### src/pkg/ftc_pkg.sv
`default_nettype none
package ftc_pkg;
  // transceiver modes selected by the host
  typedef enum logic [1:0] {
    FTC_MODE_STANDBY = 2'b00,
    FTC_MODE_FULL = 2'b01,
    FTC_MODE_RX_ONLY = 2'b10
  } ftc_mode_t;
  // per-wire fault handling state
  typedef enum logic [1:0] {
    FTC_FS_OK = 2'b00,
    FTC_FS_FAULT = 2'b01,
    FTC_FS_RECOVER = 2'b10
  } ftc_fstate_t;
  localparam int unsigned FTC_CLK_MHZ = 250;
  localparam int unsigned FTC_TX_STUCK_US = 2000;
  localparam int unsigned FTC_TX_STUCK_CYC = FTC_TX_STUCK_US * FTC_CLK_MHZ;
  localparam int unsigned FTC_CNT_W = 20;
  localparam int unsigned FTC_NUM_FAIL = 8;
  // fault bit positions (type n at index n-1)
  localparam int unsigned FTC_F3 = 2;
  localparam int unsigned FTC_F4 = 3;
  localparam int unsigned FTC_F6 = 5;
  localparam int unsigned FTC_F7 = 6;
  localparam int unsigned FTC_F8 = 7;
  localparam logic [3:0] FTC_ERR_RESET = 4'h0;
  localparam logic FTC_RX_RECESSIVE = 1'b1;
endpackage
`default_nettype wire

### src/rtl/ftc_failure_manager.sv
`timescale 1ns/1ps
`default_nettype none
// Functional notes
// - failures 1, 2 and 5 change no switch and no driver
// - failure 3 or 8 opens high ground switch, disables high driver
// - failure 4, 6 or 7 opens both low switches, disables low driver
// - detection of all eight types runs only in full or receive-only mode
// - receive-only: no transmit, rx dominant when tx or bus dominant
// - without faults rx follows the differential bus state
// - type 3 or 6 held for detect time selects single-wire reception
// - type 3 or 6 absent for recover time restores normal reception
// - type 4 or 7: rx dominant, then timeout turns low side off
// - type 4 or 7 absent for recover time restores differential mode
// - a separate sticky flag for each of eight failure types
// - any set flag raises the maskable interrupt request
// - recovered flag clears only on host read of its register
// - tx dominant over 2 ms disables drivers, receive only
// - over-temperature disables only transmitter output stages
// - host selects mode by command; device applies it
// - standby: drivers, receivers off; faults 3,4,7,8 watched; low term to battery
// - regulator undervoltage forces standby mode
module ftc_failure_manager #(
  parameter int unsigned HIGH_SHORT_DETECT_TIME = 1000,
  parameter int unsigned LOW_SHORT_DETECT_TIME = 1000,
  parameter int unsigned HIGH_SHORT_RECOVER_TIME = 1000,
  parameter int unsigned LOW_SHORT_RECOVER_TIME = 1000,
  parameter int unsigned LOW_FAULT_DETECT_TIME = 1000,
  parameter int unsigned LOW_FAULT_RECOVER_TIME = 1000,
  parameter int unsigned TX_STUCK_CYCLES = ftc_pkg::FTC_TX_STUCK_CYC
) (
  input wire logic clk_in,
  input wire logic reset_in,
  input wire logic [1:0] mode_sel_in,
  input wire logic regulator_undervolt_in,
  input wire logic over_temp_in,
  input wire logic [7:0] fail_detect_in,
  input wire logic diff_rx_in,
  input wire logic high_rx_in,
  input wire logic low_rx_in,
  input wire logic tx_in,
  output logic rx_out,
  output logic rx_valid_out,
  input wire logic rx_ready_in,
  output logic tx_high_en_out,
  output logic tx_low_en_out,
  output logic receivers_en_out,
  output logic high_term_ground_switch_out,
  output logic low_term_supply_switch_out,
  output logic low_term_battery_switch_out,
  output logic single_wire_out,
  output logic [3:0] error_status_high_out,
  output logic [3:0] error_status_low_out,
  input wire logic read_status_high_in,
  input wire logic read_status_low_in,
  output logic fail_irq_out,
  input wire logic irq_mask_in,
  output logic [1:0] mode_out
);

  // whole block state lives in one packed record
  // fault filters, watchdog, rx buffer, flags and registered outputs
  // a single register keeps reset handling in one place
  // every output port is read straight from this record
  typedef struct packed {
    logic [1:0] mode;
    ftc_pkg::ftc_fstate_t hs_st;
    ftc_pkg::ftc_fstate_t ls_st;
    ftc_pkg::ftc_fstate_t lf_st;
    logic [ftc_pkg::FTC_CNT_W-1:0] hs_cnt;
    logic [ftc_pkg::FTC_CNT_W-1:0] ls_cnt;
    logic [ftc_pkg::FTC_CNT_W-1:0] lf_cnt;
    logic [ftc_pkg::FTC_CNT_W-1:0] tx_cnt;
    logic tx_stuck;
    logic [7:0] flags;
    logic [1:0] buf_v;
    logic [1:0] buf_d;
    logic buf_wr;
    logic buf_rd;
    logic rx;
    logic rx_valid;
    logic tx_h;
    logic tx_l;
    logic rcv_en;
    logic sw1;
    logic sw2;
    logic sw3;
    logic single;
    logic irq;
  } ftc_state_t;

  ftc_state_t q, d;

  // filter counters share one width
  // the width covers the stuck transmit count at full rate
  // filter parameters above that width would never expire
  // so keep every filter constant below two to the counter width

  // filter state codes: ok, fault, recovering
  // recovering still counts as faulty for switches and drivers
  // a returning condition restarts the recovery count

  // one filter step: detect after det cycles, recover after rec cycles absent
  function automatic logic [ftc_pkg::FTC_CNT_W+1:0] filt_step(
      input logic [1:0] st, input logic [ftc_pkg::FTC_CNT_W-1:0] cnt,
      input logic cond, input int unsigned det, input int unsigned rec);
    logic [1:0] ns;
    logic [ftc_pkg::FTC_CNT_W-1:0] nc;
    ns = st;
    nc = '0;
    case (st)
      2'b00: begin
        if (cond) begin
          nc = cnt + 1'b1;
          if (32'(nc) >= det) begin
            ns = 2'b01;
            nc = '0;
          end
        end
      end
      2'b01, 2'b10: begin
        if (!cond) begin
          nc = cnt + 1'b1;
          ns = 2'b10;
          if (32'(nc) >= rec) begin
            ns = 2'b00;
            nc = '0;
          end
        end else begin
          ns = 2'b01;
        end
      end
      default: ns = 2'b00;
    endcase
    return {ns, nc};
  endfunction

  logic [ftc_pkg::FTC_CNT_W+1:0] hs_r, ls_r, lf_r;
  logic [7:0] act;
  logic det_en, std_det, full_det, low_off, high_off, bus_dom, rx_bit, push, pop;

  // next state of the whole block
  // order of work below:
  //   mode selection and undervoltage override
  //   masking of the raw fault inputs by mode
  //   three fault filters: high short, low short, low fault
  //   stuck dominant transmit watchdog
  //   driver enables and termination switches
  //   choice of the receive source
  //   two-entry receive buffer
  //   sticky flags and interrupt request
  // switch and driver outputs lag the filter state by one cycle
  // the interrupt follows the flags in the same cycle
  always_comb begin
    d = q;
    // undervoltage overrides host selection; otherwise apply command
    if (regulator_undervolt_in) begin
      d.mode = ftc_pkg::FTC_MODE_STANDBY;
    end else if (mode_sel_in == ftc_pkg::FTC_MODE_FULL ||
                 mode_sel_in == ftc_pkg::FTC_MODE_RX_ONLY) begin
      d.mode = mode_sel_in;
    end else begin
      d.mode = ftc_pkg::FTC_MODE_STANDBY;
    end
    full_det = (q.mode == ftc_pkg::FTC_MODE_FULL) || (q.mode == ftc_pkg::FTC_MODE_RX_ONLY);
    std_det = (q.mode == ftc_pkg::FTC_MODE_STANDBY);
    det_en = full_det || std_det;
    // standby only watches types 3, 4, 7 and 8
    act = '0;
    if (full_det) begin
      act = fail_detect_in;
    end else if (std_det) begin
      act[ftc_pkg::FTC_F3] = fail_detect_in[ftc_pkg::FTC_F3];
      act[ftc_pkg::FTC_F4] = fail_detect_in[ftc_pkg::FTC_F4];
      act[ftc_pkg::FTC_F7] = fail_detect_in[ftc_pkg::FTC_F7];
      act[ftc_pkg::FTC_F8] = fail_detect_in[ftc_pkg::FTC_F8];
    end
    // filtered fault states
    hs_r = filt_step(q.hs_st, q.hs_cnt, act[ftc_pkg::FTC_F3],
                     HIGH_SHORT_DETECT_TIME, HIGH_SHORT_RECOVER_TIME);
    ls_r = filt_step(q.ls_st, q.ls_cnt, act[ftc_pkg::FTC_F6],
                     LOW_SHORT_DETECT_TIME, LOW_SHORT_RECOVER_TIME);
    lf_r = filt_step(q.lf_st, q.lf_cnt, act[ftc_pkg::FTC_F4] | act[ftc_pkg::FTC_F7],
                     LOW_FAULT_DETECT_TIME, LOW_FAULT_RECOVER_TIME);
    d.hs_st = ftc_pkg::ftc_fstate_t'(hs_r[ftc_pkg::FTC_CNT_W+1:ftc_pkg::FTC_CNT_W]);
    d.hs_cnt = hs_r[ftc_pkg::FTC_CNT_W-1:0];
    d.ls_st = ftc_pkg::ftc_fstate_t'(ls_r[ftc_pkg::FTC_CNT_W+1:ftc_pkg::FTC_CNT_W]);
    d.ls_cnt = ls_r[ftc_pkg::FTC_CNT_W-1:0];
    d.lf_st = ftc_pkg::ftc_fstate_t'(lf_r[ftc_pkg::FTC_CNT_W+1:ftc_pkg::FTC_CNT_W]);
    d.lf_cnt = lf_r[ftc_pkg::FTC_CNT_W-1:0];
    // type 8 has no filter, acted on while present
    high_off = (q.hs_st != ftc_pkg::FTC_FS_OK) || act[ftc_pkg::FTC_F8];
    low_off = (q.ls_st != ftc_pkg::FTC_FS_OK) || (q.lf_st != ftc_pkg::FTC_FS_OK);
    // stuck dominant transmit watchdog, dominant is low
    if (!tx_in && q.mode == ftc_pkg::FTC_MODE_FULL) begin
      if (32'(q.tx_cnt) >= TX_STUCK_CYCLES) begin
        d.tx_stuck = 1'b1;
      end else begin
        d.tx_cnt = q.tx_cnt + 1'b1;
      end
    end else begin
      d.tx_cnt = '0;
      d.tx_stuck = 1'b0;
    end
    // drivers: types 1, 2, 5 leave them alone
    d.tx_h = (q.mode == ftc_pkg::FTC_MODE_FULL) && !q.tx_stuck && !over_temp_in &&
             !high_off;
    d.tx_l = (q.mode == ftc_pkg::FTC_MODE_FULL) && !q.tx_stuck && !over_temp_in &&
             !low_off;
    d.rcv_en = !std_det;
    // switches closed = 1
    d.sw1 = !high_off;
    d.sw2 = !low_off && !std_det;
    d.sw3 = !low_off;
    d.single = high_off || low_off;
    // reception source: unfiltered 4/7 first shows as dominant
    if (std_det) begin
      bus_dom = 1'b0;
    end else if (q.lf_st != ftc_pkg::FTC_FS_OK) begin
      bus_dom = !high_rx_in;
    end else if (act[ftc_pkg::FTC_F4] | act[ftc_pkg::FTC_F7]) begin
      bus_dom = 1'b1;
    end else if (q.hs_st != ftc_pkg::FTC_FS_OK) begin
      bus_dom = !low_rx_in;
    end else if (q.ls_st != ftc_pkg::FTC_FS_OK) begin
      bus_dom = !high_rx_in;
    end else begin
      bus_dom = !diff_rx_in;
    end
    if (q.mode == ftc_pkg::FTC_MODE_RX_ONLY) begin
      bus_dom = bus_dom || !tx_in;
    end
    rx_bit = !bus_dom;
    // two-entry buffer; the receiver may stall without loss while room remains
    push = 1'b1;
    pop = q.rx_valid && rx_ready_in;
    d.buf_v = q.buf_v;
    d.buf_d = q.buf_d;
    d.buf_rd = q.buf_rd;
    d.buf_wr = q.buf_wr;
    if (pop) begin
      d.buf_v[q.buf_rd] = 1'b0;
      d.buf_rd = !q.buf_rd;
    end
    if (push && (!q.buf_v[q.buf_wr] || pop && q.buf_wr == q.buf_rd)) begin
      d.buf_v[q.buf_wr] = 1'b1;
      d.buf_d[q.buf_wr] = rx_bit;
      d.buf_wr = !q.buf_wr;
    end
    d.rx_valid = d.buf_v[d.buf_rd];
    d.rx = d.buf_v[d.buf_rd] ? d.buf_d[d.buf_rd] : ftc_pkg::FTC_RX_RECESSIVE;
    // sticky flags: set wins over read clear, clear only once recovered
    for (int i = 0; i < ftc_pkg::FTC_NUM_FAIL; i++) begin
      if (act[i] && det_en) begin
        d.flags[i] = 1'b1;
      end else if ((i < 4 ? read_status_low_in : read_status_high_in)) begin
        d.flags[i] = 1'b0;
      end
    end
    d.irq = (|d.flags) && !irq_mask_in;
  end

  // reset state: standby, drivers off, high switch closed
  // low termination held to battery, as in standby
  // receive output parked recessive with no valid entry

  // single state register
  always_ff @(posedge clk_in or posedge reset_in) begin
    if (reset_in) begin
      q <= '0;
      q.rx <= 1'b1;
      q.sw1 <= 1'b1;
      q.sw2 <= 1'b0;
      q.sw3 <= 1'b1;
    end else begin
      q <= d;
    end
  end

  // outputs taken straight from the state register
  // no logic between flops and pins, so no glitches reach them
  assign rx_out = q.rx;
  assign rx_valid_out = q.rx_valid;
  assign tx_high_en_out = q.tx_h;
  assign tx_low_en_out = q.tx_l;
  assign receivers_en_out = q.rcv_en;
  assign high_term_ground_switch_out = q.sw1;
  assign low_term_supply_switch_out = q.sw2;
  assign low_term_battery_switch_out = q.sw3;
  assign single_wire_out = q.single;
  assign error_status_low_out = q.flags[3:0];
  assign error_status_high_out = q.flags[7:4];
  assign fail_irq_out = q.irq;
  assign mode_out = q.mode;

endmodule // ftc_failure_manager
`default_nettype wire

### config.mk
export PLATFORM = sky130hd
export DESIGN_NAME = ftc_failure_manager
export DESIGN_NICKNAME = d
export VERILOG_FILES = /design/src/pkg/ftc_pkg.sv /design/src/rtl/ftc_failure_manager.sv
export SDC_FILE = /design/constraint.sdc
export NUM_CORES = 1
export LEC_CHECK = 0
export ABC_AREA = 1
export BUFFER_PORTS_ARGS = -buffer_cell sky130_fd_sc_hd__buf_2
export CORE_MARGIN = 2
export CORE_UTILIZATION = 25
export DETAILED_ROUTE_END_ITERATION = 10
export PLACE_DENSITY = 0.46
export SYNTH_ARGS = -nofsm -noshare
export SYNTH_HDL_FRONTEND = slang
export SYNTH_SLANG_ARGS = --single-unit
### constraint.sdc
create_clock -name clk_in -period 3.37 [get_ports clk_in]
set_clock_uncertainty 0.05 [all_clocks]
set_input_delay 0.5055 -clock clk_in [delete_from_list [all_inputs] [get_ports clk_in]]
set_output_delay 0.5055 -clock clk_in [all_outputs]
set_load 0.005 [all_outputs]
==> flow_summary.ini, run 1 <==
[outcome]
outcome = finished clean

[finish]
n_antenna_cell = 0
post_layout_nonfiller_instances = 1289
layout-drive-gt1-share_pct = 14.1
final_nets = 985
post-route-util_pct = 30.7
area_growth_pct = 19.9

[clock_network]
clk_pin_slew_ns = 0.06
clock_sinks = 113
cts_made_buffers = 17
postCtsSetupRepairBufs = 0
cts_root_buf = clkbuf_16
post_cts_resized = 0
postCtsHoldBufs = 0
clk_latency_ns = 0.41
htreeDepth = 4
cts_tree = built
cts_buffer_depth = 2

[timing]
slew_headroom_pct = 50.6
setup_violations = 0
tightest_slew_ns = 0.740
rsz0062_at_grt = no
setup_slack_ns = 1.07
fin_crit_sh_pct = 68.4
drv_slew = 0
finalSetupTns_ns = 0
holdWs_ns = 0.161
hold_viol_final = 0
max_freq_mhz = 434
min_period_ns = 2.30

[synthesis]
netlist_instances = 867
postSynth.asyncResetShare_pct = 100
synth_top_area_cell = dfrtp_1
ys_seq_area_share_pct = 43.6
ys.flop_type = dfrtp_1
ys_types = 35
synth_edf_count = 0
synth_area_sq_um = 6490
ys_top_cells_by_area = dfrtp_1, nand2_1, inv_1
synth.avg_cell_area_sq_um = 7.48
yosysWarnings = 0
synth_top_area_share_pct = 42.4
ys_ff_latch = 113

[run]
maxCapViolCount = 0

[power_and_ir_drop]
clockPowerShare_pct = 48.0
p_comb_share_pct = 12.7
leakage_uw = 0.00349
power.density_nw_per_um2 = 506
power.switching_uw = 1040
p_int_uw = 2900
sw_frac_of_total_pct = 26.4
vdd_drop_max_uv = 274
power_frac_seq_pct = 39.3

[critical_path]
reg2regPathDepth = 9
r2r_start = mode_out[0]
cp_max_fo = 10
end_kind = flip-flop
cp.arrival_ns = 2.59
endpoint = q[45]
crit_type = reg -> reg
worstPathRequired_ns = 3.65
startpoint_type = flip-flop
r2r_end = q[45]
crit_start = mode_out[0]
rrSetupSlack_ns = 1.07

[worst_hold_path]
min_path_type = in -> async

[routing]
drtPass1Iterations = 5
postRouteAntennaNets = 0
viasPerCell = 4.25
avgRoutedWirePerCell_microns = 12.2
drt_iter0_markers = 259
dr_total_vias = 5475
routed_wl_mm = 15.7
drc = 0

[global_routing]
grt_pass1_vias = 5232
grt_start_max_net_pins = 59
grt_pass1_wl_mm = 26.1
grt.overflow.total = 0
antenna_found_initial = 0
track_usage_pct = 12.3

[die]
die_width_microns = 165
start_util_pct = 25.6
dieArea_sq_um = 27300
rows = 58
coreArea_sq_um = 25300
die_h_microns = 165
ios = 42

[place]
pre_cts_slack_ns = 0.999
dp_cells = 1258
dp_hpwl_mm = 11.9
place.gp.congestion = 0.778
portBuffers = 41
through the flow:
| stage | instance area, sq um | power [uW] |
|---|---|---|
| finish | 7780 | 3940 |
| global route | 7780 | 4180 |
| CTS | 7780 | 4020 |
| detailed placement | 7170 | 2090 |
| global placement | 7170 | 2090 |
| floorplan | 6600 | 1910 |
area by class of cell:
cell class,count,area (sq um)
fillers,2682,17500
multi-input cells,644,3210
flip-flops and latches,113,2830
inverters,127,480
clock buffers,20,447
well taps,330,413
repair buffers,44,240
clock inverters,11,161
kinds of logic after synthesis:
| family | after synthesis | synth area share, % |
|---|---|---|
| AND/OR/NAND/NOR | 503 | 35.4 |
| buffers and inverters | 139 | 8.62 |
| flip-flops | 113 | 43.6 |
| AO/OA/AOI/OAI | 78 | 6.88 |
| XOR/XNOR | 17 | 2.29 |
| adder cells (fa/ha/maj) | 16 | 3.09 |
| other | 1 | 0.0578 |
Yosys cell counts (all sizes together), types with 4 or more instances:
master and number:
nand2 243, nor2 136, inv 125, dfrtp 110
nand3 66, o21ai 40, nand4 29, a21oi 23
ha 16, nor3 16, xor2 11, buf 10
o21bai 8, nand3b 7, xnor2 6, nor4 4
power by group through the flow:
stage | clock, uW | combinational, uW | sequential, uW
after floorplan | 0 | 359 | 1550
after global placement | 0 | 513 | 1570
after detailed placement | 0 | 515 | 1570
after CTS | 1950 | 518 | 1550
after global routing | 2010 | 599 | 1560
final | 1890 | 499 | 1550
worst max-delay path: stages, from the launching register on:
cell	delay [ns]
dfrtp_1	0.44
inv_1	0.09
ha_1	0.39
nor2_1	0.12
inv_1	0.11
o21ai_0	0.20
inv_1	0.15
nor2_1	0.20
nand3_2	0.24
a21oi_1	0.22
cell usage in the layout (no fill, tap or decap), types with 2 or more instances in the layout:
master	n
o21ai_4	2
nor4_1	4
clkinv_2	5
bufinv_16	4
clkbuf_1	2
or2_2	2
dfrtp_1	110
conb_1	30
nor2_1	92
nand2_1	239
xor2_1	11
o21bai_1	8
buf_4	2
nor2_2	37
nand4_1	28
ha_1	16
clkbuf_16	17
nand2_2	4
clkinv_1	2
nand3_2	3
o22ai_1	3
a21oi_1	23
o21ai_1	3
nand3_1	63
nor3_1	15
nand3b_1	6
nor2_4	7
buf_2	41
xnor2_1	6
o21ai_0	35
clkinvlp_4	2
dfstp_2	3
inv_1	124
routing by layer:
metal  up-vias  share of wire (%)  track usage, %
met2        54                 48            20.7
met1      2527                 48            15.7
met4         0                1.3            3.79
met3        12                2.5            3.02
li1       2882                  -               -
met5         -                  0               0
sequential cells by signal, indices dropped and copies added, names as in the netlist, 2 cells and up:
name,flops
mode_out,2
error_status_low_out,4
error_status_high_out,4
q,93
how the worst min path moves through the flow:
| stage | start | to | slack, ns |
|---|---|---|---|
| 3_3_place_gp | q[65] | q[65] | 0.43 |
| 4_1_cts | irq_mask_in | fail_irq_out | 0.17 |
| 5_1_grt | irq_mask_in | fail_irq_out | 0.17 |
| 2_1_floorplan | q[28] | q[28] | 0.41 |
| 6_report | reset_in | mode_out[0] | 0.16 |
| 3_5_place_dp | q[65] | q[65] | 0.43 |
Note: power is estimated with default switching activity, not from simulation.
==> run 2: changes to the inputs <==
PLACE_DENSITY = 0.45   (was 0.46)
clock period = 2.21 ns   (was 3.37 ns; I/O delays follow)
==> run 2 against run 1 <==
  * Global-route usage is 0.11 points higher
  * Critical path depth is 4 higher
  * Core utilization increased by 1.3 points
  * Sequential power grew 52%
  * Combinational power up 65%
  * Via count up 2.8%
  * Setup slack worse by 0.98 ns
  * Critical endpoint is now q[88]
  * Largest power group unchanged
==> flow_summary.ini, run 2 (synthesis results as in run 1) <==
[outcome]
outcome = finished clean

[worst_hold_path]
min_path_type = in -> reg
hold_depth = 2
min-delay-start = mode_sel_in[0]
hold_end = mode_out[1]

[power_and_ir_drop]
power.density_nw_per_um2 = 756
power_uw = 6140
p_comb_share_pct = 13.4
leakage_uw = 0.00360
vdd_drop_max_uv = 464
sw_frac_of_total_pct = 26.6
power.switching_uw = 1630
power_frac_seq_pct = 38.3
clockPowerShare_pct = 48.3
p_int_uw = 4510

[routing]
wl_met2_mm = 7.71
drc = 0
postRouteAntennaNets = 0
routed_wl_mm = 16.4
viasPerCell = 4.28
drt_iter0_markers = 332
met1_length_mm = 7.93
met3_length_microns = 519
drtPass1Iterations = 5
avgRoutedWirePerCell_microns = 12.5
dr.max_layer_used = met4
dr_total_vias = 5628

[critical_path]
end_kind = flip-flop
cp.arrival_ns = 2.41
startpoint_type = flip-flop
worstPathRequired_ns = 2.49
r2r_start = q[85]
r2r_end = q[88]
cp_max_fo = 5
reg2regPathDepth = 13
crit_type = reg -> reg
rrSetupSlack_ns = 0.08

[timing]
drv_slew = 0
tightest_slew_ns = 0.638
max_freq_mhz = 470
holdWs_ns = 0.0275
setup_violations = 0
min_period_ns = 2.13
hold_viol_final = 0
slew_headroom_pct = 57.5
rsz0062_at_grt = yes
fin_crit_sh_pct = 96.3

[clock_network]
htreeDepth = 4
clock_sinks = 113
cts_root_buf = clkbuf_16
clk_pin_slew_ns = 0.06
cts_made_buffers = 17
cts_buffer_depth = 2
cts_tree = built
clk_latency_ns = 0.41

[finish]
n_antenna_cell = 0
n_fill_cell = 2699
largest_register_ffs = 93
layout_commonest_cell = nand2_1
final_cell_mix = nand2_1, inv_1, dfrtp_1
post_layout_nonfiller_instances = 1315
layout-drive-gt1-share_pct = 18.4
final_nets = 1010
largest_register = q
area_growth_pct = 25.1

[die]
rows = 58
ios = 42
start_util_pct = 25.6
dieArea_sq_um = 27300
die_width_microns = 165
die_h_microns = 165
coreArea_sq_um = 25300

[global_routing]
grt_pass1_vias = 5423
antenna_found_initial = 0
grt_start_max_net_pins = 66
grt_pass1_wl_mm = 26.5
track_usage_pct = 12.5
grt.overflow.total = 0

[place]
dp_hpwl_mm = 12.0
place.gp.congestion = 0.820
dp_cells = 1271
portBuffers = 41

[run]
maxCapViolCount = 0
[run 2: power groups by stage]
| stage | Clock (uW) | Sequential, uW | Combinational (uW) |
|---|---|---|---|
| 5_1_grt | 3130 | 2380 | 964 |
| 2_1_floorplan | 0 | 2370 | 548 |
| 3_3_place_gp | 0 | 2390 | 795 |
| 4_1_cts | 3040 | 2360 | 801 |
| 6_report | 2960 | 2350 | 821 |
| 3_5_place_dp | 0 | 2390 | 794 |
[run 2: per-layer routing]
layer / vias to the layer above / track usage (%)
li1: 2934 / -
met1: 2599 / 16.1
met2: 80 / 20.5
met3: 15 / 2.85
met4: 0 / 4.27
met5: - / 0
[run 2: worst max-delay path by stage]
| stage | start | to | slack [ns] | cells after the start |
|---|---|---|---|---|
| 2_1_floorplan | q[65] | q[65] | 0.32 | 15 |
| 3_3_place_gp | mode_out[1] | rx_out | -0.09 | 11 |
| 3_5_place_dp | mode_out[0] | q[47] | -0.07 | 9 |
| 4_1_cts | q[65] | q[66] | 0.004 | 13 |
| 5_1_grt | q[85] | q[88] | -0.07 | 13 |
| 6_report | q[85] | q[88] | 0.08 | 13 |
[run 2: area by class of cell]
cell class	instances	area [sq um]	area share, %
clock inverter	9	154	1.90
multi-input combinational	646	3330	41.1
clock buffer	23	478	5.89
sequential	113	2840	35.0
timing repair buffer	67	418	5.15
inverter	127	480	5.92
tap	330	413	5.09
[run 2: repair_timing]
item                                    CTS  global route
gates resized for setup                   2            31
hold buffers                              2             0
endpoints found under the setup margin   11            37
buffers inserted                          0             8
hold endpoints to repair                 59             0
pin swaps                                 0             7
gates cloned                              0             2
[run 2: critical path, stage by stage, from the launching register on]
cell and delay [ns]:
dfrtp_2 0.41, ha_2 0.22, nand2_1 0.09, nor2_4 0.14, nand2_1 0.11, o21ai_1 0.14
nand2_1 0.06, inv_1 0.05, nand2_1 0.05, nor2_2 0.14, nand3_2 0.13, nor2_4 0.21
o21ai_4 0.13, nor2_2 0.11
[run 2: metrics by stage]
step                setup slack [ns]  TNS [ns]  utilization (%)  cell area (sq um)
floorplan                      0.317         0                -               6600
global placement             -0.0899    -0.554             28.7               7270
detailed placement           -0.0692    -0.660             28.7               7270
CTS                          0.00395         0             31.3               7930
global route                 -0.0664     -1.10             32.0               8120
finish                        0.0823         0             32.0               8120
==> run 3: changes to the inputs <==
RECOVER_POWER = 50   (was default)
==> run 3 against run 2 <==
  * Wire length decreased by 0.24%
  * Worst hold slack barely moved
  * Die area did not move
  * Sequential cell count did not move
  * Power is 0.10% lower
  * Clock-buffer cell count did not move
  * Critical path depth did not move
  * Register-to-register slack about the same
  * Core utilization fell by 0.074 points
  * Setup slack better by 0.0085 ns
  * First-iteration DRC count down 8.4%
==> flow_summary.ini, run 3 (synthesis results as in run 1) <==
[clock_network]
htreeDepth = 4
clock_sinks = 113
cts_tree = built
cts_root_buf = clkbuf_16
clk_pin_slew_ns = 0.06
clk_latency_ns = 0.41
cts_buffer_depth = 2
cts_made_buffers = 17

[die]
coreArea_sq_um = 25300
die_h_microns = 165
ios = 42
start_util_pct = 25.6
die_width_microns = 165
dieArea_sq_um = 27300
rows = 58

[global_routing]
grtUsageMet3_pct = 2.85
track_usage_pct = 12.5
grt.overflow.total = 0
grt_pass1_vias = 5423
grt_start_max_net_pins = 66
grtUsageMet2_pct = 20.5
grt_pass1_wl_mm = 26.5
top_usage_layer = met2
grt_use_met1_pct = 16.1
antenna_found_initial = 0

[routing]
dr_total_vias = 5624
avgRoutedWirePerCell_microns = 12.4
drc = 0
routed_wl_mm = 16.4
drt_iter0_markers = 304
viasPerCell = 4.28
postRouteAntennaNets = 0
drtPass1Iterations = 6

[timing]
min_period_ns = 2.12
setup_slack_ns = 0.0908
drv_slew = 0
fin_crit_sh_pct = 95.9
max_freq_mhz = 472
holdWs_ns = 0.0272
tightest_slew_ns = 1.24
hold_viol_final = 0
rsz0062_at_grt = yes
finalSetupTns_ns = 0
setup_violations = 0
slew_headroom_pct = 17.5

[critical_path]
critical_path.max_stage_delay_ns = 0.41
cpMostUsedCell = nand2_1
worstPathRequired_ns = 2.49
path_buf_inv = 1
crit_slowest_cell = dfrtp_2
cp.arrival_ns = 2.40
crit_type = reg -> reg
cp_max_fo = 5
startpoint_type = flip-flop
critical_path.top_delay_family = simple AND/OR/NAND/NOR gates
cp_cell_sequence = ha_2, nand2_1, nor2_4, nand2_1, o21ai_1, nand2_1, inv_1, nand2_1, nor2_2, nand3_2, nor2_4, o21ai_4, nor2_2
end_kind = flip-flop

[place]
place.gp.congestion = 0.820
placed_area_sq_um = 7270
portBuffers = 41
dp_hpwl_mm = 12.0
pre_cts_slack_ns = -0.0692

[finish]
layout_commonest_cell = nand2_1
post-route-util_pct = 32.0
n_antenna_cell = 0
largest_register = q
final_cell_mix = nand2_1, inv_1, dfrtp_1
largest_register_ffs = 93
area_growth_pct = 24.8
n_fill_cell = 2700
final_area_sq_um = 8100
layout-drive-gt1-share_pct = 18.1
final_nets = 1010

[worst_hold_path]
min_path_type = in -> reg

[power_and_ir_drop]
vdd_drop_max_uv = 465
power.density_nw_per_um2 = 757
leakage_uw = 0.00358

[outcome]
outcome = finished clean

[run]
maxCapViolCount = 0
run 3: layer usage:
metal	wire length (microns)	share of wire [%]
met3	515	3.1
met1	7890	48
met4	247	1.5
met2	7710	47
met5	0	0
run 3: power breakdown:
| part | switching, uW | total (uW) | leakage (uW) | internal, uW |
|---|---|---|---|---|
| logic | 539 | 816 | 0.00184 | 277 |
| registers | 101 | 2350 | 0.00143 | 2250 |
| clock network | 988 | 2960 | 0.000303 | 1970 |
run 3: path summary, 6_finish.rpt:
| path | startpoint | end | slack, ns | cells past startpoint |
|---|---|---|---|---|
| hold reg to reg | q[28] | q[28] | 0.45 | 1 |
| hold / removal | mode_sel_in[0] | mode_out[1] | 0.03 | 2 |
| setup reg to reg | q[85] | q[88] | 0.09 | 13 |
| min in group asynchronous | reset_in | q[67] | 0.75 | 4 |
| setup / recovery | q[85] | q[88] | 0.09 | 13 |
| max in group asynchronous | reset_in | mode_out[0] | 0.45 | 4 |
run 3: cell type report:
type	instances	area, sq um	share of cell area [%]
Multi-Input combinational cell	646	3330	41.2
Clock inverter	9	154	1.90
Timing Repair Buffer	67	399	4.93
Inverter	127	480	5.93
Tap cell	330	413	5.10
Sequential cell	113	2840	35.0
Clock buffer	23	478	5.90
run 3: timing repair:
item / in CTS / in global routing
buffers inserted: 0 / 8
resized for setup: 2 / 31
endpoints found under the hold margin: 59 / 0
setup endpoints to repair: 11 / 37
pin swaps: 0 / 7
hold buffers: 2 / 0
cloned: 0 / 2
run 3: stage by stage:
step	cells	power, uW
finish	1315	6130
global route	1315	6460
CTS	1305	6200
detailed placement	1271	3190
global placement	1271	3190
floorplan	896	2920
